$ cat config.mk
export PLATFORM = sky130hd
export DESIGN_NAME = nfh_host
export DESIGN_NICKNAME = d
export VERILOG_FILES = /design/src/hdl/nfh_pkg.sv /design/src/hdl/nfh_fifo.sv /design/src/hdl/nfh_host.sv
export VERILOG_INCLUDE_DIRS = /design/src /design/src/hdl
export SDC_FILE = /design/constraint.sdc
export NUM_CORES = 1
export LEC_CHECK = 0
export BUFFER_PORTS_ARGS = -buffer_cell sky130_fd_sc_hd__buf_2
export CAP_MARGIN = 20
export CORE_MARGIN = 2
export CORE_UTILIZATION = 40
export DETAILED_ROUTE_END_ITERATION = 8
export GPL_TIMING_DRIVEN = 0
export HOLD_SLACK_MARGIN = 0.05
export PLACE_DENSITY_LB_ADDON = 0.15
export SETUP_SLACK_MARGIN = 0.2
export SLEW_MARGIN = 20
export SYNTH_ARGS = -nofsm -noshare
export SYNTH_HDL_FRONTEND = slang
export SYNTH_SLANG_ARGS = --single-unit
$ cat constraint.sdc
create_clock -name clk_sys -period 3 [get_ports clk_sys]
set_input_delay 0.3 -clock clk_sys [delete_from_list [all_inputs] [get_ports clk_sys]]
set_output_delay 0.3 -clock clk_sys [all_outputs]
set_load 0.05 [all_outputs]
$ cat src/hdl/nfh_cfg.svh
// Constants for the page-flash host sequencer
`ifndef NFH_CFG_SVH
`define NFH_CFG_SVH
`define NFH_CLK_NS            5
`define NFH_CMD_READ          8'h00
`define NFH_CMD_READ_GO       8'h30
`define NFH_CMD_PROG          8'h80
`define NFH_CMD_PROG_GO       8'h10
`define NFH_CMD_CACHE_GO      8'h15
`define NFH_CMD_ERASE         8'h60
`define NFH_CMD_ERASE_GO      8'hd0
`define NFH_CMD_STATUS        8'h70
`define NFH_CMD_RESET         8'hff
`define NFH_OP_READ           3'h0
`define NFH_OP_PROG           3'h1
`define NFH_OP_CACHE          3'h2
`define NFH_OP_ERASE          3'h3
`define NFH_OP_STATUS         3'h4
`define NFH_OP_RESET          3'h5
`define NFH_PULSE_CYC         4'h5
`define NFH_ADL_NS            100
`define NFH_ADL_CYC           ((`NFH_ADL_NS + `NFH_CLK_NS - 1) / `NFH_CLK_NS)
`define NFH_WHR_NS            60
`define NFH_WHR_CYC           ((`NFH_WHR_NS + `NFH_CLK_NS - 1) / `NFH_CLK_NS)
`define NFH_PROG_MAX_US       700
`define NFH_PROG_MAX_CYC      (`NFH_PROG_MAX_US * 1000 / `NFH_CLK_NS)
`define NFH_ERASE_MAX_US      3000
`define NFH_ERASE_MAX_CYC     (`NFH_ERASE_MAX_US * 1000 / `NFH_CLK_NS)
`define NFH_BLK_COUNT         2048
`define NFH_USABLE_MIN        2008
`define NFH_NOP_MAX           4
`define NFH_FIFO_DEPTH        8
`endif

$ cat src/hdl/nfh_pkg.sv
// Types for the page-flash host sequencer
package nfh_pkg;
   typedef enum logic [3:0]
   {
      NFH_IDLE, NFH_CMD1, NFH_ADDR, NFH_GAP, NFH_WDATA, NFH_CMD2, NFH_WAITB,
      NFH_TURN, NFH_RDATA, NFH_DONE
   } nfh_state_t;
endpackage

$ cat src/hdl/nfh_fifo.sv
// Small synchronous FIFO with valid/ready on both sides
`timescale 1ns/1ps
module nfh_fifo #(
   parameter int WIDTH = 8,
   parameter int DEPTH = 8
)
(
   input  wire logic             clk_sys,
   input  wire logic             srst,
   input  wire logic [WIDTH-1:0] in_data,
   input  wire logic             in_valid,
   output logic                  in_ready,
   output logic      [WIDTH-1:0] out_data,
   output logic                  out_valid,
   input  wire logic             out_ready
);
   localparam int AW = $clog2(DEPTH);
   logic [WIDTH-1:0] mem_r [DEPTH];
   logic [AW-1:0]    wr_r;
   logic [AW-1:0]    rd_r;
   logic [AW:0]      cnt_r;
   wire              push = in_valid && in_ready;
   wire              pop  = out_valid && out_ready;
   assign in_ready  = (cnt_r != DEPTH[AW:0]);
   assign out_valid = (cnt_r != '0);
   assign out_data  = mem_r[rd_r];
   always_ff @(posedge clk_sys)
   begin
      if (push)
         mem_r[wr_r] <= in_data;
   end
   always_ff @(posedge clk_sys)
   begin
      if (srst)
      begin
         wr_r  <= '0;
         rd_r  <= '0;
         cnt_r <= '0;
      end
      else
      begin
         if (push)
            wr_r <= wr_r + 1'b1;
         if (pop)
            rd_r <= rd_r + 1'b1;
         cnt_r <= cnt_r + {{AW{1'b0}}, push} - {{AW{1'b0}}, pop};
      end
   end
endmodule

$ cat src/hdl/nfh_host.sv
// Host sequencer driving the strobes and I/O bus of a page flash
// Notes on behaviour
// Each of command, address latch and select changes at most once per write pulse.
// At least 100 ns from last address write rise to first data write rise.
// Requests aimed at blocks marked bad are refused by the host; the host checks only program, cache and erase, reads pass.
// Block zero is assumed good; device guarantee, host relies on it.
// Up to 40 blocks may go bad; host tolerates growing bad blocks.
// At most four partial programs per page before erase; caller keeps count.
// After cache confirm the host waits for busy to release before more data.
// Program busy timeout allows the full 700 us.
// Bytes go out with select low, captured on the write strobe rising edge.
// Read and program send five address cycles, two column then three row.
// Host waits while ready/busy is low after program, erase or read.
// Page program is 80h, address, data, then 10h confirm.
// While write protect is low, program and erase requests are refused.
// Select is held high when idle so the device goes to standby.
`timescale 1ns/1ps
`include "nfh_cfg.svh"
module nfh_host
   import nfh_pkg::*;
#(
   parameter int PROG_TMO_CYC  = `NFH_PROG_MAX_CYC,
   parameter int ERASE_TMO_CYC = `NFH_ERASE_MAX_CYC
)
(
   input  wire logic        clk_sys,
   input  wire logic        srst,
   input  wire logic        req_valid,
   output logic             req_ready,
   input  wire logic [2:0]  req_op,
   input  wire logic [28:0] req_addr,
   input  wire logic [11:0] req_len,
   input  wire logic        req_blk_bad,
   input  wire logic        wp_allow,
   input  wire logic [7:0]  wr_data,
   input  wire logic        wr_valid,
   output logic             wr_ready,
   output logic [7:0]       rd_data,
   output logic             rd_valid,
   input  wire logic        rd_ready,
   output logic             done_pulse,
   output logic             err_refused,
   output logic             err_timeout,
   output logic             chip_sel_n,
   output logic             cmd_latch,
   output logic             addr_latch,
   output logic             write_strobe_n,
   output logic             read_strobe_n,
   output logic             write_prot_n,
   output logic [7:0]       io_out,
   output logic             io_oe,
   input  wire logic [7:0]  io_in,
   input  wire logic        ready_busy
);
   nfh_state_t  st_r;
   nfh_state_t  st_nxt;
   logic [2:0]  op_r;
   logic [28:0] addr_r;
   logic [11:0] len_r;
   logic [11:0] cnt_r;
   logic [2:0]  acnt_r;
   logic [3:0]  ph_r;
   logic [21:0] tmo_r;
   logic        ref_r;
   logic        tmo_err_r;
   logic        done_r;
   logic [7:0]  rbyte_r;
   logic        rbyte_v_r;
   logic        cs_n_r;
   logic        cle_r;
   logic        ale_r;
   logic        we_n_r;
   logic        re_n_r;
   logic [7:0]  io_r;
   logic        oe_r;
   logic [7:0]  f_data;
   logic        f_valid;
   logic        f_ready;
   logic        fin_ready;

   // ****************************************
   // Request decode
   // ****************************************
   wire is_write  = (req_op == `NFH_OP_PROG) || (req_op == `NFH_OP_CACHE)
                    || (req_op == `NFH_OP_ERASE);
   // Bad-block map is the caller's, so blocks that fail later are refused too
   wire refuse    = req_blk_bad && is_write || is_write && !wp_allow; // see see
   // Block zero is never flagged by the caller, so only write protect can refuse it here; see
   wire take      = (st_r == NFH_IDLE) && req_valid;
   wire op_wr     = (op_r == `NFH_OP_PROG) || (op_r == `NFH_OP_CACHE);
   wire op_er     = (op_r == `NFH_OP_ERASE);
   wire op_rd     = (op_r == `NFH_OP_READ);
   wire one_cmd   = (op_r == `NFH_OP_STATUS) || (op_r == `NFH_OP_RESET);
   wire [2:0] n_addr = op_er ? 3'd3 : 3'd5;
   wire ph_end    = (ph_r == `NFH_PULSE_CYC);
   wire pulse_lo  = (ph_r < 4'd3);
   wire busy_lo   = !ready_busy;
   wire [21:0] tmo_lim = op_er ? 22'(ERASE_TMO_CYC) : 22'(PROG_TMO_CYC);
   wire last_byte = (cnt_r == len_r);
   wire [7:0] cmd1 = op_wr ? `NFH_CMD_PROG : op_er ? `NFH_CMD_ERASE :
                     (op_r == `NFH_OP_STATUS) ? `NFH_CMD_STATUS :
                     (op_r == `NFH_OP_RESET) ? `NFH_CMD_RESET : `NFH_CMD_READ;
   wire [7:0] cmd2 = (op_r == `NFH_OP_CACHE) ? `NFH_CMD_CACHE_GO :
                     op_er ? `NFH_CMD_ERASE_GO : op_wr ? `NFH_CMD_PROG_GO : `NFH_CMD_READ_GO;
   // Row-only addressing for erase starts at the third byte
   wire [2:0] abyte = op_er ? acnt_r + 3'd2 : acnt_r;
   wire [7:0] addr_byte = (abyte == 3'd0) ? addr_r[7:0] :
                          (abyte == 3'd1) ? {4'h0, addr_r[11:8]} :
                          (abyte == 3'd2) ? addr_r[19:12] :
                          (abyte == 3'd3) ? addr_r[27:20] : {7'h00, addr_r[28]};
   wire rd_phase  = (st_r == NFH_RDATA) || (st_r == NFH_TURN) || (st_r == NFH_DONE && op_r ==
                    `NFH_OP_STATUS);
   wire data_ok   = f_valid;

   assign req_ready   = (st_r == NFH_IDLE);
   assign wr_ready    = fin_ready;
   assign f_ready     = (st_r == NFH_WDATA) && ph_end;
   assign done_pulse  = done_r;
   assign err_refused = ref_r;
   assign err_timeout = tmo_err_r;
   assign rd_data     = rbyte_r;
   assign rd_valid    = rbyte_v_r;
   assign chip_sel_n  = cs_n_r;
   assign cmd_latch   = cle_r;
   assign addr_latch  = ale_r;
   assign write_strobe_n = we_n_r;
   assign read_strobe_n  = re_n_r;
   assign write_prot_n   = wp_allow;
   assign io_out      = io_r;
   assign io_oe       = oe_r;

   // ****************************************
   // Write data buffer
   // ****************************************
   nfh_fifo #(.WIDTH(8), .DEPTH(`NFH_FIFO_DEPTH)) u_fifo
   (
      .clk_sys   (clk_sys),
      .srst      (srst),
      .in_data   (wr_data),
      .in_valid  (wr_valid),
      .in_ready  (fin_ready),
      .out_data  (f_data),
      .out_valid (f_valid),
      .out_ready (f_ready)
   );

   // ****************************************
   // Sequencer
   // ****************************************
   always_comb
   begin
      st_nxt = st_r;
      case (st_r)
         NFH_IDLE:  if (req_valid && !refuse) st_nxt = NFH_CMD1;
         NFH_CMD1:  if (ph_end) st_nxt = one_cmd ? (op_r == `NFH_OP_STATUS ? NFH_TURN : NFH_WAITB)
                                                 : NFH_ADDR;
         NFH_ADDR:  if (ph_end && acnt_r == n_addr - 3'd1) st_nxt = op_wr ? NFH_GAP : NFH_CMD2;
         NFH_GAP:   if (cnt_r == 12'(`NFH_ADL_CYC)) st_nxt = NFH_WDATA;
         NFH_WDATA: if (ph_end && last_byte) st_nxt = NFH_CMD2;
         NFH_CMD2:  if (ph_end) st_nxt = NFH_WAITB;
         NFH_WAITB: if (tmo_r > 22'd4 && !busy_lo) st_nxt = op_rd ? NFH_TURN : NFH_DONE;
                    else if (tmo_r == tmo_lim) st_nxt = NFH_DONE;
         NFH_TURN:  if (cnt_r == 12'(`NFH_WHR_CYC)) st_nxt = NFH_RDATA;
         NFH_RDATA: if (ph_end && last_byte) st_nxt = NFH_DONE;
         NFH_DONE:  if (!rbyte_v_r) st_nxt = NFH_IDLE;
         default:   st_nxt = NFH_IDLE;
      endcase
   end

   always_ff @(posedge clk_sys)
   begin
      if (srst)
         st_r <= NFH_IDLE;
      else
         st_r <= st_nxt;
   end

   // Phase counter paces each strobe pulse: low 2 cycles, high 4 cycles
   wire ph_run = (st_r == NFH_CMD1) || (st_r == NFH_ADDR) || (st_r == NFH_CMD2) ||
                 (st_r == NFH_WDATA && data_ok) ||
                 (st_r == NFH_RDATA && (!rbyte_v_r || ph_r != 4'h0));
   // A read pulse only starts once the last byte is taken, then runs to its end
   wire cnt_clr = (st_r != st_nxt);

   always_ff @(posedge clk_sys)
   begin
      if (srst)
      begin
         ph_r <= 4'h0;
         acnt_r <= 3'd0;
         cnt_r <= 12'd0;
         tmo_r <= 22'd0;
      end
      else
      begin
         ph_r <= (ph_run && !ph_end) ? ph_r + 4'h1 : 4'h0;
         acnt_r <= (st_r == NFH_ADDR) ? acnt_r + {2'b00, ph_end} : 3'd0;
         tmo_r <= (st_r == NFH_WAITB) ? tmo_r + 22'd1 : 22'd0; // see
         if (cnt_clr && st_nxt != NFH_RDATA && st_nxt != NFH_CMD2 || st_r == NFH_IDLE)
            cnt_r <= 12'd0;
         else if (st_r == NFH_GAP || st_r == NFH_TURN)
            cnt_r <= cnt_r + 12'd1;
         else if ((st_r == NFH_WDATA || st_r == NFH_RDATA) && ph_end)
            cnt_r <= cnt_r + 12'd1;
         if (cnt_clr && st_nxt == NFH_RDATA)
            cnt_r <= 12'd0;
      end
   end

   always_ff @(posedge clk_sys)
   begin
      if (srst)
      begin
         op_r <= `NFH_OP_READ;
         addr_r <= 29'd0;
         len_r <= 12'd0;
         ref_r <= 1'b0;
         done_r <= 1'b0;
         tmo_err_r <= 1'b0;
      end
      else
      begin
         ref_r <= take && refuse;
         done_r <= (st_r == NFH_DONE) && (st_nxt == NFH_IDLE);
         tmo_err_r <= (st_r == NFH_WAITB) && (tmo_r == tmo_lim) && busy_lo;
         if (take)
         begin
            op_r <= req_op;
            addr_r <= req_addr;
            len_r <= (req_len == 12'd0) ? 12'd0 : req_len - 12'd1;
         end
      end
   end

   // ****************************************
   // Pin drivers
   // ****************************************
   // Latches settle before the pulse, so no control moves during a low phase
   always_ff @(posedge clk_sys)
   begin
      if (srst)
      begin
         cs_n_r <= 1'b1;
         cle_r <= 1'b0;
         ale_r <= 1'b0;
         we_n_r <= 1'b1;
         re_n_r <= 1'b1;
         io_r <= 8'h00;
         oe_r <= 1'b0;
      end
      else
      begin
         cs_n_r <= (st_nxt == NFH_IDLE);
         cle_r <= (st_nxt == NFH_CMD1) || (st_nxt == NFH_CMD2);
         ale_r <= (st_nxt == NFH_ADDR);
         we_n_r <= !(ph_run && ph_r >= 4'h1 && pulse_lo && !rd_phase);
         re_n_r <= !(st_r == NFH_RDATA && ph_run && ph_r >= 4'h1 && pulse_lo);
         oe_r <= (st_r == NFH_CMD1) || (st_r == NFH_ADDR) || (st_r == NFH_CMD2) ||
                 (st_r == NFH_WDATA);
         io_r <= (st_r == NFH_CMD1) ? cmd1 : (st_r == NFH_CMD2) ? cmd2 :
                 (st_r == NFH_ADDR) ? addr_byte : f_data;
      end
   end

   always_ff @(posedge clk_sys)
   begin
      if (srst)
      begin
         rbyte_r <= 8'h00;
         rbyte_v_r <= 1'b0;
      end
      else if (st_r == NFH_RDATA && ph_r == 4'h3)
      begin
         rbyte_r <= io_in;
         rbyte_v_r <= 1'b1;
      end
      else if (rd_ready)
         rbyte_v_r <= 1'b0;
   end
endmodule

# Word-level counts from Yosys, hierarchy flattened
# Memory sizes are Yosys's and may differ from the RTL's. A register that Yosys moved wholly into a read port is not among the register bits.
# Index checks and enable logic that the tools add are counted.
dict set report op_classes {
  n_lt_le_gt_ge 3
  muxes 42
  reduce_logical 67
  div_mod_pow 0
  n_bitwise 3
  n_shift 0
  n_mul 0
  n_eq_ne 35
  addsub 11
}
# operator n
set op_table {}
lappend op_table {{8-bit two-way mux} 13}
lappend op_table {{4-bit two-way mux} 12}
lappend op_table {{4-bit one-hot mux with 10 select lines} 1}
lappend op_table {{12-bit two-way mux} 3}
lappend op_table {{1-bit logical AND} 29}
lappend op_table {{4-bit by 3-bit equality test with 1-bit output, second input constant} 6}
lappend op_table {{22-bit by 1-bit adder with 22-bit output, second input constant} 1}
lappend op_table {{22-bit by 20-bit equality test with 1-bit output} 1}
lappend op_table {{22-bit by 3-bit > comparator with 1-bit output, second input constant} 1}
lappend op_table {{20-bit two-way mux} 1}
lappend op_table {{3-bit by 2-bit equality test with 1-bit output, second input constant} 6}
lappend op_table {{3-bit two-way mux} 6}
lappend op_table {{1-bit logical OR} 17}
lappend op_table {{4-bit by 2-bit equality test with 1-bit output, second input constant} 4}
lappend op_table {{12-bit by 1-bit adder with 12-bit output, second input constant} 1}
lappend op_table {{12-bit equality test} 1}
lappend op_table {{12-bit by 4-bit equality test with 1-bit output, second input constant} 1}
lappend op_table {{12-bit by 5-bit equality test with 1-bit output, second input constant} 1}
lappend op_table {{4-bit equality test, second input constant} 3}
lappend op_table {{12-bit zero test} 1}
lappend op_table {{12-bit by 1-bit subtractor with 12-bit output, second input constant} 1}
lappend op_table {{3-bit by 1-bit equality test with 1-bit output, second input constant} 3}
lappend op_table {{4-bit by 1-bit equality test with 1-bit output, second input constant} 2}
lappend op_table {{1-bit zero test} 8}
lappend op_table {{other kinds (23)} 38}
dict set report word_totals {
  out_inout_bits 29
  memories 1
  register_bits 125
  word_cells 185
  ramBits 64
  latch_bits 0
  rom_bits 0
}
# memory depth width rd rd_ports_with_merged_regs wr line
set mem_list {}
lappend mem_list {u_fifo.mem_r 8 8 1 1 1 nfh_fifo.sv:18} ;# logic [WIDTH-1:0] mem_r [DEPTH];

# Longest topological paths before layout
# Gate-level depths: netlist (run 1).
dict set report logic_depth {
  depth_word 14
  ltp_mapped 13
  ltp_nobuf 13
}

# Cells and area by module
# From an unflattened synthesis (run 1), not the netlist that was laid out.
dict set report unflattened {
  hier_cells 865
  area_unflattened_um2 8906.0
}
# mod n_inst seq_area_each_um2 area_each_um2 cells_per_inst
set modules_own_cells {}
lappend modules_own_cells {nfh_host 1 2302.2 5716.7 692}
lappend modules_own_cells {nfh_fifo 1 2182.1 3189.3 173}

# Worst setup path after synthesis (run 1)
# OpenSTA, ideal clock, no wires.
dict set report synth_timing {
  path_type {register to register}
  startpoint {reg st_r[1]}
  endpoint {reg cnt_r[10]}
  n_path_buf 3
  path_slack_ps -767
  setup_ps 74
  arrival_ps 3693
  required_time_ps 2926
  path_stages_with_launch 11
  period_less_slack_ps 3767
  path_cell_list {dfxtp_1 -> clkbuf_1 -> nor4_1 -> and2_1 -> clkbuf_1 -> a32o_1 -> a211oi_1 -> and3_1 -> or3b_4 -> buf_6 -> a31oi_1}
}
dict set report synth_between {
  elab_cells_between_ends 36
  classes_between {eq/ne: 13; mux: 13; reduce/logical: 10}
}
# element line
set synth_rtl {}
lappend synth_rtl {{start: declaration} nfh_host.sv:55} ;# nfh_state_t st_r;
lappend synth_rtl {{start signal: assignment} nfh_host.sv:175} ;# st_r <= st_nxt;
lappend synth_rtl {{4-bit zero test (*)} -}
lappend synth_rtl {{via req_ready} nfh_host.sv:29} ;# output logic req_ready,
lappend synth_rtl {{4-bit one-hot mux with 10 select lines} nfh_host.sv:153} ;# case (st_r)
lappend synth_rtl {{4-bit != test (on tied branches)} {nfh_host.sv:183, nfh_host.sv:199}}
lappend synth_rtl {{1-bit logical AND (2 in a row)} nfh_host.sv:199} ;# if (cnt_clr && st_nxt != NFH_RDATA && st_nxt != NFH_CMD2 || st_r == NFH_IDLE)
lappend synth_rtl {{1-bit logical OR} nfh_host.sv:199}
lappend synth_rtl {{3-bit OR reduction (no source line) (*)} -}
lappend synth_rtl {{end signal: assignment} nfh_host.sv:202} ;# cnt_r <= cnt_r + 12'd1;
lappend synth_rtl {{end signal: assignment} nfh_host.sv:204} ;# cnt_r <= cnt_r + 12'd1;
lappend synth_rtl {{end: declaration} nfh_host.sv:60} ;# logic [11:0] cnt_r;
# The timed path passes the listed nets; every way through them passes the cells marked *.
# A chain may end at the register's enable or synchronous reset.

# Worst setup path in the final report (run 1)
dict set report layout_timing {
  startpoint {reg cnt_r[1]}
  endpoint {reg cnt_r[4]}
}
dict set report layout_between {
  elab_chain_len 9
  elab_cells_between_ends 21
  classes_between {add/sub: 1; eq/ne: 7; mux: 7; reduce/logical: 6}
}
# element line
set layout_rtl {}
lappend layout_rtl {{12-bit equality test} nfh_host.sv:99} ;# wire last_byte = (cnt_r == len_r);
lappend layout_rtl {{1-bit logical AND} {nfh_host.sv:159, nfh_host.sv:164}}
lappend layout_rtl {{4-bit two-way mux (on tied branches)} {nfh_host.sv:164, nfh_host.sv:159}}
lappend layout_rtl {{4-bit one-hot mux with 10 select lines} nfh_host.sv:153}
lappend layout_rtl {{4-bit != test (on tied branches)} {nfh_host.sv:183, nfh_host.sv:199}}
lappend layout_rtl {{1-bit logical AND (2 in a row)} nfh_host.sv:199}
lappend layout_rtl {{1-bit logical OR} nfh_host.sv:199}
lappend layout_rtl {{3-bit OR reduction (no source line)} -}
# Several ways; a longest one is shown, not always the timed one. The select of a mux whose other input is x is not followed.

==> key figures, run 1 <==
Logic synthesis
  – Top cells by area, synth: dfxtp_1, edfxtp_1, nor2_1
  – Netlist cell types: 64
  – Most numerous cell in the Yosys netlist: dfxtp_1
  – Synth warn: 0
  – Register bit total from synthesis: 192
  – Most instantiated cells after synthesis: dfxtp_1, nor2_1, nand2_1
  – Asr flop ratio synth: 0
  – Syn_nets: 941
  – Synth Instances: 854
  – Avg Inst Size Synth: 10.1 sq um
  – Yosys top cell area share: 0.296
  – Sequential share of the synthesized area: 0.518
  – Cell area after synthesis: 8650 sq um
  – Post-synth EDFFs: 64
  – Synth area leader: dfxtp_1
  – Top FF cell, synth: dfxtp_1

Critical path
  – Worst EP arrival: 3.27 ns
  – CP endpoint kind: flop
  – CP Launch Type: flop
  – Critical path cell sequence: inv_2, ha_4, or4b_4, o41ai_4, o41ai_2, nand4b_4, or3_4, or3b_4, buf_6, a31oi_4
  – R2r setup slk: 0.10 ns
  – Critical path buffer and inverter count: 2
  – Crit path largest cell delay: 0.49 ns
  – CP delay by family, top: simple AND/OR/NAND/NOR gates
  – Crit-path max FO: 5
  – Worst EP required: 3.37 ns
  – Slowest CP cell: or4b_4
  – Kind of critical path: reg2reg

Drt
  – Detailed-route DRC error count: 0
  – DR vias/cell: 5.16
  – WL/cell: 16.9 um
  – Drt pass-1 iters: 5
  – Vias: 6567
  – Drt first-iter violations: 465
  – Number of routed nets with antenna violations: 0
  – Final WL: 21500 um

Placed design
  – Post-DP Area: 9500 sq um
  – HPWL after detailed placement: 15300 um
  – GP Congestion: 0.853
  – Worst slack, placed: -0.207 ns
  – Port Buffers: 95

Global routing
  – Antenna violations before repair: 0
  – GR Overflow Total: 0
  – Gr usage total: 0.195
  – Vias in the first global route: 6403
  – Largest net degree at the start of global routing: 23
  – First-pass GRT wire length: 33800 um

Die
  – DIE AREA: 22800 sq um
  – Row Count: 53
  – Die height: 151 um
  – Effective utilization at floorplan: 0.409
  – I/O pin cnt: 97
  – Core area: 21200 sq um
  – Die W: 151 um

Power and ir drop
  – Switching Fraction: 0.285
  – Pwr Density: 564 nW/um^2
  – Clock group share of total power: 0.403
  – Combinational Power Share: 0.111
  – Switching power: 1.67 mW
  – Reg power frac: 0.487
  – Internal power: 4.19 mW
  – Static leakage: 3.86 nW
  – Peak VDD IR: 0.000439 V
  – PnR Total Power: 5.86 mW

Clock network
  – TritonCTS buffer count: 17
  – CTS tree: yes
  – CTS max path bufs: 2
  – Clock Latency Late Sink: 0.45 ns
  – Register clock-pin slew on the reported worst setup and hold paths: 0.08 ns
  – CTS H-tree depth: 4
  – CTS Root Cell: clkbuf_16
  – CTS sink cnt: 192

Outcome
  – Status: completed

Timing
  – Fin worst setup slack: 0.102 ns
  – Fin. max-slew vios: 0
  – Hold Vio Cnt, Final: 0
  – RSZ-0062 raised after global routing: true
  – Final worst-path cycle share: 0.966
  – Clock Skew: 0.0131 ns
  – Worst slew pin tran: 0.996 ns
  – Setup violations, final: 0
  – Relative slew slack: 0.334
  – Worst hold slack: 0.0812 ns
  – Min Tclk post-route: 2.90 ns
  – Fmax: 345 MHz

Min path
  – Worst Hold Class: in2reg

Final layout
  – Area growth syn-to-layout: 20.1%
  – Final instance area: 10400 sq um
  – Fill cells: 1964
  – Final net count: 1072
  – ANT cells: 0
  – FF/Latch Area: 4490 sq um
  – Share of layout cells above drive strength 1: 0.215
  – Core Util, Final: 0.491
  – Area of the multi-input gates: 4010 sq um

Run
  – Total of max-cap violations: 0
## metal layers
metal  track usage  vias to the layer above  routed length (um)
met2         0.329                      145               10600
li1              -                     3289                   -
met3        0.0313                       15                 906
met5             0                        -                   0
met1         0.261                     3118                9820
met4        0.0519                        0                 178
## cell type report
| cell class | count | area share |
|---|---|---|
| Buffer | 48 | 0.0207 |
| Clock buffer | 17 | 0.0409 |
| Clock inverter | 15 | 0.0191 |
| Inverter | 27 | 0.00975 |
| Multi-Input combinational cell | 587 | 0.385 |
| Sequential cell | 192 | 0.432 |
| Tap cell | 275 | 0.0331 |
| Timing Repair Buffer | 112 | 0.0590 |
## cells by family (layout without fill, tap and decap cells)
logic type      count (synthesis)  in the layout  synth area share
simple gates                  332            332             0.183
buf+inv                        75            219            0.0343
compound gates                132            132             0.100
flops                         192            192             0.518
mux                            44             44            0.0756
fa+ha+maj                      19             19            0.0283
xor+xnor                       60             60            0.0607
## cells in the final DEF (no fill, tap or decap), types with 4 or more instances in the layout
master / n
a21oi_1: 52
buf_4: 16
dfxtp_1: 124
buf_2: 98
edfxtp_1: 64
inv_12: 4
and3_1: 6
clkbuf_16: 17
mux4_2: 16
o21ai_0: 15
nor2b_1: 10
mux2i_1: 17
inv_1: 24
nand2b_1: 11
a211oi_1: 6
a22oi_1: 12
nand2_1: 102
clkinv_8: 4
nand4_1: 12
ha_1: 17
and2_1: 6
a221oi_1: 4
xor2_1: 25
clkbuf_2: 4
clkbuf_1: 34
mux2_2: 11
or3_1: 8
xnor2_1: 35
nand3_1: 19
nor4_1: 5
nor2_1: 103
nor3_1: 19
a31oi_1: 12
## power groups by stage
stage | registers, mW | clock network [mW] | logic, mW
detailed placement | 2.91 | 0 | 0.640
CTS | 2.85 | 2.41 | 0.653
finish | 2.85 | 2.36 | 0.648
global placement | 2.91 | 0 | 0.629
floorplan | 2.95 | 0 | 0.372
global route | 2.86 | 2.50 | 0.722
## state kept, by name (all words and copies together), names as in the netlist, 3 cells and up, named ones only
register / count
rd_data: 8
len_r: 12
u_fifo.mem_r: 64
io_out: 8
acnt_r: 3
cnt_r: 12
u_fifo.cnt_r: 4
addr_r: 29
tmo_r: 22
u_fifo.wr_r: 3
op_r: 3
u_fifo.rd_r: 3
ph_r: 4
st_r: 4
## stage by stage
stage / std cells / TNS, ns
final: 1273 / 0
after floorplan: 854 / 0
after global placement: 1224 / -1.29
after CTS: 1265 / 0
after global routing: 1273 / 0
after detailed placement: 1225 / -1.11
## path summary, 6_finish.rpt
kind	from	endpoint	cells past startpoint
setup / recovery	cnt_r[1]	cnt_r[4]	10
hold / removal	io_in[4]	rd_data[4]	3
setup reg to reg	cnt_r[1]	cnt_r[4]	10
hold reg to reg	ph_r[0]	ph_r[0]	1
## worst reg2reg max path, delay by kind of cell (launching register included)
family / cells / cell delay, ns
buf+inv: 2 / 0.23
fa+ha+maj: 1 / 0.13
simple gates: 4 / 1.47
flops: 1 / 0.33
compound gates: 3 / 0.67
## timing repair
action / CTS / global route
hold buffers: 1 / 0
gates resized for setup: 24 / 22
pin swaps: 7 / 5
gates cloned: 1 / 1
endpoints found under the hold margin: 1 / 0
buffers inserted: 6 / 7
endpoints found under the setup margin: 21 / 19
(Power assumes the default switching activity.)
==> run 2: changes to the inputs <==
- ABC_AREA: unset -> 1
==> run 2 against run 1 <==
Against the previous run:
- flip-flop and latch count is the same
- highest routed layer unchanged
- utilization shrank 1.4 points
- die area grew 3.9%
- critical path depth grew 4
- synthesized area grew 4.0%
- fmax grew 16%
- clock skew grew 0.0014 ns
- largest cell class unchanged
- worst hold slack gained 0.0049 ns
==> key figures, run 2 <==
Outcome
  – Status: completed

Die
  – Die W: 154 um
  – Die height: 154 um
  – Core area: 22000 sq um
  – Effective utilization at floorplan: 0.410
  – Row Count: 54
  – I/O pin cnt: 97
  – DIE AREA: 23700 sq um

Final layout
  – Largest register FFs: 64
  – Share of layout cells above drive strength 1: 0.160
  – Commonest non-fill, non-tap cell in the layout: nand2_1
  – Final net count: 1316
  – Fill cells: 2147
  – Largest regs: u_fifo.mem_r x64, addr_r x29, tmo_r x22
  – Area growth syn-to-layout: 16.4%
  – Most flop-heavy register: u_fifo.mem_r
  – ANT cells: 0
  – Commonest non-fill, non-tap cells in the layout: nand2_1, nor2_1, inv_1, dfxtp_1, buf_2

Drt
  – DR vias/cell: 4.96
  – Drt pass-1 iters: 5
  – Drt first-iter violations: 447
  – Number of routed nets with antenna violations: 0
  – WL/cell: 15.2 um
  – Vias: 7543
  – Detailed-route DRC error count: 0
  – Final WL: 23200 um

Logic synthesis
  – Syn_nets: 1201
  – Cell area after synthesis: 8990 sq um
  – Yosys top cell area share: 0.285
  – Most instantiated cells after synthesis: nand2_1, nor2_1, dfxtp_1, inv_1, o21ai_0
  – Sequential share of the synthesized area: 0.499
  – Synth warn: 0
  – Register bit total from synthesis: 192
  – Top cells by area, synth: dfxtp_1, edfxtp_1, nand2_1
  – Asr flop ratio synth: 0
  – Netlist cell types: 52
  – Post-synth EDFFs: 64
  – Avg Inst Size Synth: 8.07 sq um
  – Most numerous cell in the Yosys netlist: nand2_1
  – Synth area leader: dfxtp_1
  – Top FF cell, synth: dfxtp_1
  – Synth Instances: 1114

Timing
  – Setup tns final: 0 ns
  – Min Tclk post-route: 2.50 ns
  – Hold Vio Cnt, Final: 0
  – Clock Skew: 0.0145 ns
  – RSZ-0062 raised after global routing: false
  – Fmax: 401 MHz
  – Worst slew pin tran: 0.988 ns
  – Setup violations, final: 0
  – Fin. max-slew vios: 0
  – Relative slew slack: 0.339
  – Final worst-path cycle share: 0.832

Placed design
  – Port Buffers: 96
  – HPWL after detailed placement: 17400 um
  – GP Congestion: 0.865

Min path
  – Worst Hold Class: in2reg
  – Hold Path Depth: 2
  – Hold Startpoint: ready_busy
  – Worst Hold End: err_timeout

Clock network
  – TritonCTS buffer count: 17
  – Post-CTS resize count: 0
  – CTS hold repair buffers: 0
  – CTS sink cnt: 192
  – Clock Latency Late Sink: 0.44 ns
  – Register clock-pin slew on the reported worst setup and hold paths: 0.08 ns
  – CTS tree: yes
  – CTS Root Cell: clkbuf_16
  – Setup bufs post-CTS: 0
  – CTS max path bufs: 2
  – CTS H-tree depth: 4

Critical path
  – CP Launch Type: flop
  – Slowest CP cell: dfxtp_1
  – Worst EP required: 3.37 ns
  – R2r endpoint: u_fifo.cnt_r[3]
  – Crit-path max FO: 8
  – CP endpoint kind: flop
  – Reg2reg path depth: 14
  – Crit path largest cell delay: 0.30 ns
  – Worst EP arrival: 2.87 ns
  – FF-to-FF Start: st_r[0]
  – Kind of critical path: reg2reg
  – R2r setup slk: 0.50 ns
  – Critical path cell sequence: buf_2, nor2_2, nand2_1, a31oi_1, inv_1, nor2_4, ha_1, inv_1, ha_1, nand2_1, nor2_1, a211oi_1, o21ai_0, a21oi_1

Run
  – Total of max-cap violations: 0

Global routing
  – GR peak layer: met2
  – GR Util met1: 0.263
  – Gr usage total: 0.200
  – GR Layer Usage met3: 0.0324
  – Vias in the first global route: 7328
  – Largest net degree at the start of global routing: 25
  – GRT met2 Usage: 0.347
  – Antenna violations before repair: 0
  – First-pass GRT wire length: 37700 um
  – GR Overflow Total: 0

Power and ir drop
  – Static leakage: 4.21 nW
  – Pwr Density: 571 nW/um^2
  – Peak VDD IR: 0.000357 V
  – PnR Total Power: 5.98 mW
==> run 2: metal layers <==
layer  vias up  part of all wire
met2       129              0.49
met3        16             0.035
met4         0             0.010
met5         -                 0
li1       3890                 -
met1      3508              0.47
==> run 2: worst max-delay path by stage <==
stage	slack (ns)	endpoint	cells after the start	from
after floorplan	0.71	u_fifo.cnt_r[2]	13	st_r[0]
after global placement	0.33	u_fifo.cnt_r[2]	12	ph_r[0]
after detailed placement	0.28	u_fifo.cnt_r[3]	13	ph_r[0]
after CTS	0.25	u_fifo.cnt_r[3]	13	ph_r[0]
after global routing	0.25	u_fifo.cnt_r[3]	14	st_r[0]
final	0.50	u_fifo.cnt_r[3]	14	st_r[0]
==> run 2: cells by family (layout without fill, tap and decap cells) <==
| group | count (synthesis) | in the layout | synth area share |
|---|---|---|---|
| AO/OA/AOI/OAI | 207 | 207 | 0.126 |
| XOR/XNOR | 26 | 26 | 0.0253 |
| adder cells (fa/ha/maj) | 19 | 19 | 0.0273 |
| buffers and inverters | 177 | 305 | 0.0762 |
| flip-flops | 192 | 192 | 0.499 |
| AND/OR/NAND/NOR | 493 | 493 | 0.247 |
==> run 2: cell type report <==
class                   instances  area, sq um  area share
inverters                     144          541      0.0516
multi-input cells             745         3830       0.366
clock inverters                15          214      0.0204
flip-flops and latches        192         4480       0.428
clock buffers                  17          425      0.0406
plain buffers                  33          145      0.0139
well taps                     280          350      0.0335
repair buffers                 96          480      0.0459
==> run 2: power by group <==
group	internal [mW]	switching (mW)	leakage, nW
clock network	1.18	1.25	0.308
logic	0.209	0.462	2.27
registers	2.82	0.0537	1.63
total	4.21	1.76	4.21
==> run 2: per-stage QoR <==
| step | instance area [sq um] | utilization | hold slack, ns | setup slack [ns] | cells |
|---|---|---|---|---|---|
| floorplan | 8990 | - | 0.378 | 0.710 | 1114 |
| global placement | 9830 | 0.447 | 0.434 | 0.326 | 1490 |
| detailed placement | 9830 | 0.447 | 0.437 | 0.277 | 1490 |
| CTS | 10500 | 0.477 | 0.0862 | 0.254 | 1522 |
| global route | 10500 | 0.477 | 0.0984 | 0.252 | 1522 |
| finish | 10500 | 0.477 | 0.0860 | 0.504 | 1522 |
==> run 2: worst max-delay path, delay by kind of cell (launching register included) <==
kind	cells	cell delay (ns)
DFF	1	0.30
buffers and inverters	3	0.33
AOI/OAI and AO/OA	4	0.67
adders and majority gates	2	0.50
and+or+nand+nor	5	0.62
==> run 3: changes to the inputs <==
- ABC_AREA: 1 -> 0
- clock period: 3 -> 2.23 ns (I/O delays scaled with it)
==> run 3 against run 2 <==
Against the previous run:
- the flow now finishes with violations (negative setup slack)
- combinational power is 61% higher
- critical path depth fell by 4
- via count down 6.8%
==> key figures, run 3 (synthesized netlist as in run 1, its figures left out) <==
Timing
  – Worst slew pin tran: 0.851 ns
  – Clock Skew: 0.0183 ns
  – Hold Vio Cnt, Final: 0
  – Worst hold slack: 0.0637 ns
  – Setup violations, final: 18
  – Fin. max-slew vios: 0
  – Fin worst setup slack: -0.602 ns
  – Final worst-path cycle share: 1.27
  – Fmax: 353 MHz
  – RSZ-0062 raised after global routing: true
  – Min Tclk post-route: 2.83 ns
  – Relative slew slack: 0.433

Clock network
  – Clock Latency Late Sink: 0.44 ns
  – TritonCTS buffer count: 17
  – CTS sink cnt: 192
  – Register clock-pin slew on the reported worst setup and hold paths: 0.07 ns
  – CTS Root Cell: clkbuf_16
  – CTS tree: yes
  – CTS H-tree depth: 4
  – CTS max path bufs: 2

Power and ir drop
  – Pwr Density: 678 nW/um^2
  – Peak VDD IR: 0.000431 V
  – Static leakage: 4.35 nW

Critical path
  – Crit-path max FO: 5
  – Reg2reg path depth: 10
  – CP endpoint kind: flop
  – Kind of critical path: reg2reg
  – Critical path buffer and inverter count: 2
  – Crit path largest cell delay: 0.51 ns
  – Worst EP required: 2.59 ns
  – Worst EP arrival: 3.19 ns
  – Critical path cell sequence: inv_4, ha_4, or4b_4, o41ai_4, o41ai_2, nand4b_4, or3_4, or3b_4, buf_6, a31oi_1
  – CP startpoint: cnt_r[1]
  – Slowest CP cell: or4b_4
  – CP Launch Type: flop
  – R2r endpoint: cnt_r[11]
  – CP delay by family, top: simple AND/OR/NAND/NOR gates
  – R2r setup slk: -0.60 ns
  – FF-to-FF Start: cnt_r[1]

Min path
  – Hold Startpoint: req_addr[24]
  – Worst Hold Class: in2reg
  – Worst Hold End: addr_r[24]
  – Hold Path Depth: 3

Global routing
  – First-pass GRT wire length: 35800 um
  – Largest net degree at the start of global routing: 20
  – Vias in the first global route: 6853
  – GR Overflow Total: 0
  – Antenna violations before repair: 0
  – Gr usage total: 0.203

Die
  – Die W: 151 um
  – Core area: 21200 sq um
  – Row Count: 53
  – DIE AREA: 22800 sq um
  – I/O pin cnt: 97
  – Effective utilization at floorplan: 0.409
  – Die height: 151 um

Placed design
  – Inst Count DP: 1224
  – Port Buffers: 95
  – GP Congestion: 0.920
  – HPWL after detailed placement: 15200 um

Drt
  – Detailed-route DRC error count: 0
  – Drt first-iter violations: 530
  – Final WL: 22800 um
  – WL/cell: 16.9 um
  – Drt pass-1 iters: 5
  – Vias: 7033
  – Number of routed nets with antenna violations: 0
  – DR vias/cell: 5.21

Final layout
  – Commonest non-fill, non-tap cell in the layout: dfxtp_1
  – Most flop-heavy register: u_fifo.mem_r
  – Largest regs: u_fifo.mem_r x64, addr_r x29, tmo_r x22
  – Area growth syn-to-layout: 34.4%
  – Commonest non-fill, non-tap cells in the layout: dfxtp_1, buf_2, nand2_1
  – Final std cells w/o fill: 1350
  – Share of layout cells above drive strength 1: 0.304
  – Largest register FFs: 64
  – ANT cells: 0
  – Final net count: 1149

Outcome
  – Failing checks: negative setup slack
  – Status: finished with violations

Run
  – Total of max-cap violations: 0
[run 3: worst max-delay path by stage]
stage / endpoint / slack (ns) / cells after the start
finish: cnt_r[11] / -0.60 / 10
global route: cnt_r[5] / -0.65 / 10
CTS: cnt_r[11] / -0.58 / 10
detailed placement: cnt_r[2] / -0.66 / 9
global placement: cnt_r[11] / -0.67 / 9
floorplan: cnt_r[10] / -0.37 / 10
[run 3: repair_timing]
item	4_1_cts	5_1_grt
gates cloned	1	1
gates resized for setup	103	54
endpoints found under the setup margin	104	104
pin swaps	35	30
hold buffers	43	0
setup buffers	27	22
hold endpoints to repair	78	0
[run 3: per-stage QoR]
step | power, mW | setup WS [ns] | setup TNS (ns) | utilization | instance area (sq um)
6_report | 7.89 | -0.602 | -7.64 | 0.550 | 11600
5_1_grt | 8.23 | -0.654 | -8.98 | 0.550 | 11600
4_1_cts | 7.91 | -0.577 | -7.41 | 0.532 | 11200
3_5_place_dp | 4.79 | -0.662 | -14.51 | 0.454 | 9610
3_3_place_gp | 4.79 | -0.668 | -15.34 | 0.454 | 9610
2_1_floorplan | 4.50 | -0.373 | -4.55 | - | 8790
[run 3: area by class of cell]
type	instances	area (sq um)
multi-input combinational	587	4400
buffer	48	295
tap	275	344
fill	1839	9520
clock buffer	17	425
clock inverter	15	145
sequential	192	4500
inverter	27	109
timing repair buffer	189	1410
[run 3: layer usage]
metal  global-route usage  vias up  share of wire
met1                0.263     3394           0.44
met3               0.0349       31          0.036
met4               0.0734        0          0.017
met2                0.342      158           0.51
met5                    0        -              0
li1                     -     3450              -
[run 3: report_power, final]
part	total, mW	switching, mW	internal, mW
Combinational	1.08	0.626	0.451
Sequential	3.85	0.0849	3.76
Clock	2.96	1.48	1.48
Total	7.89	2.19	5.70
[run 3: worst reg2reg max path, cell delays in order, from the launching register on]
cell	delay, ns
dfxtp_4	0.36
inv_4	0.06
ha_4	0.11
or4b_4	0.51
o41ai_4	0.28
o41ai_2	0.16
nand4b_4	0.20
or3_4	0.36
or3b_4	0.42
buf_6	0.15
a31oi_1	0.15
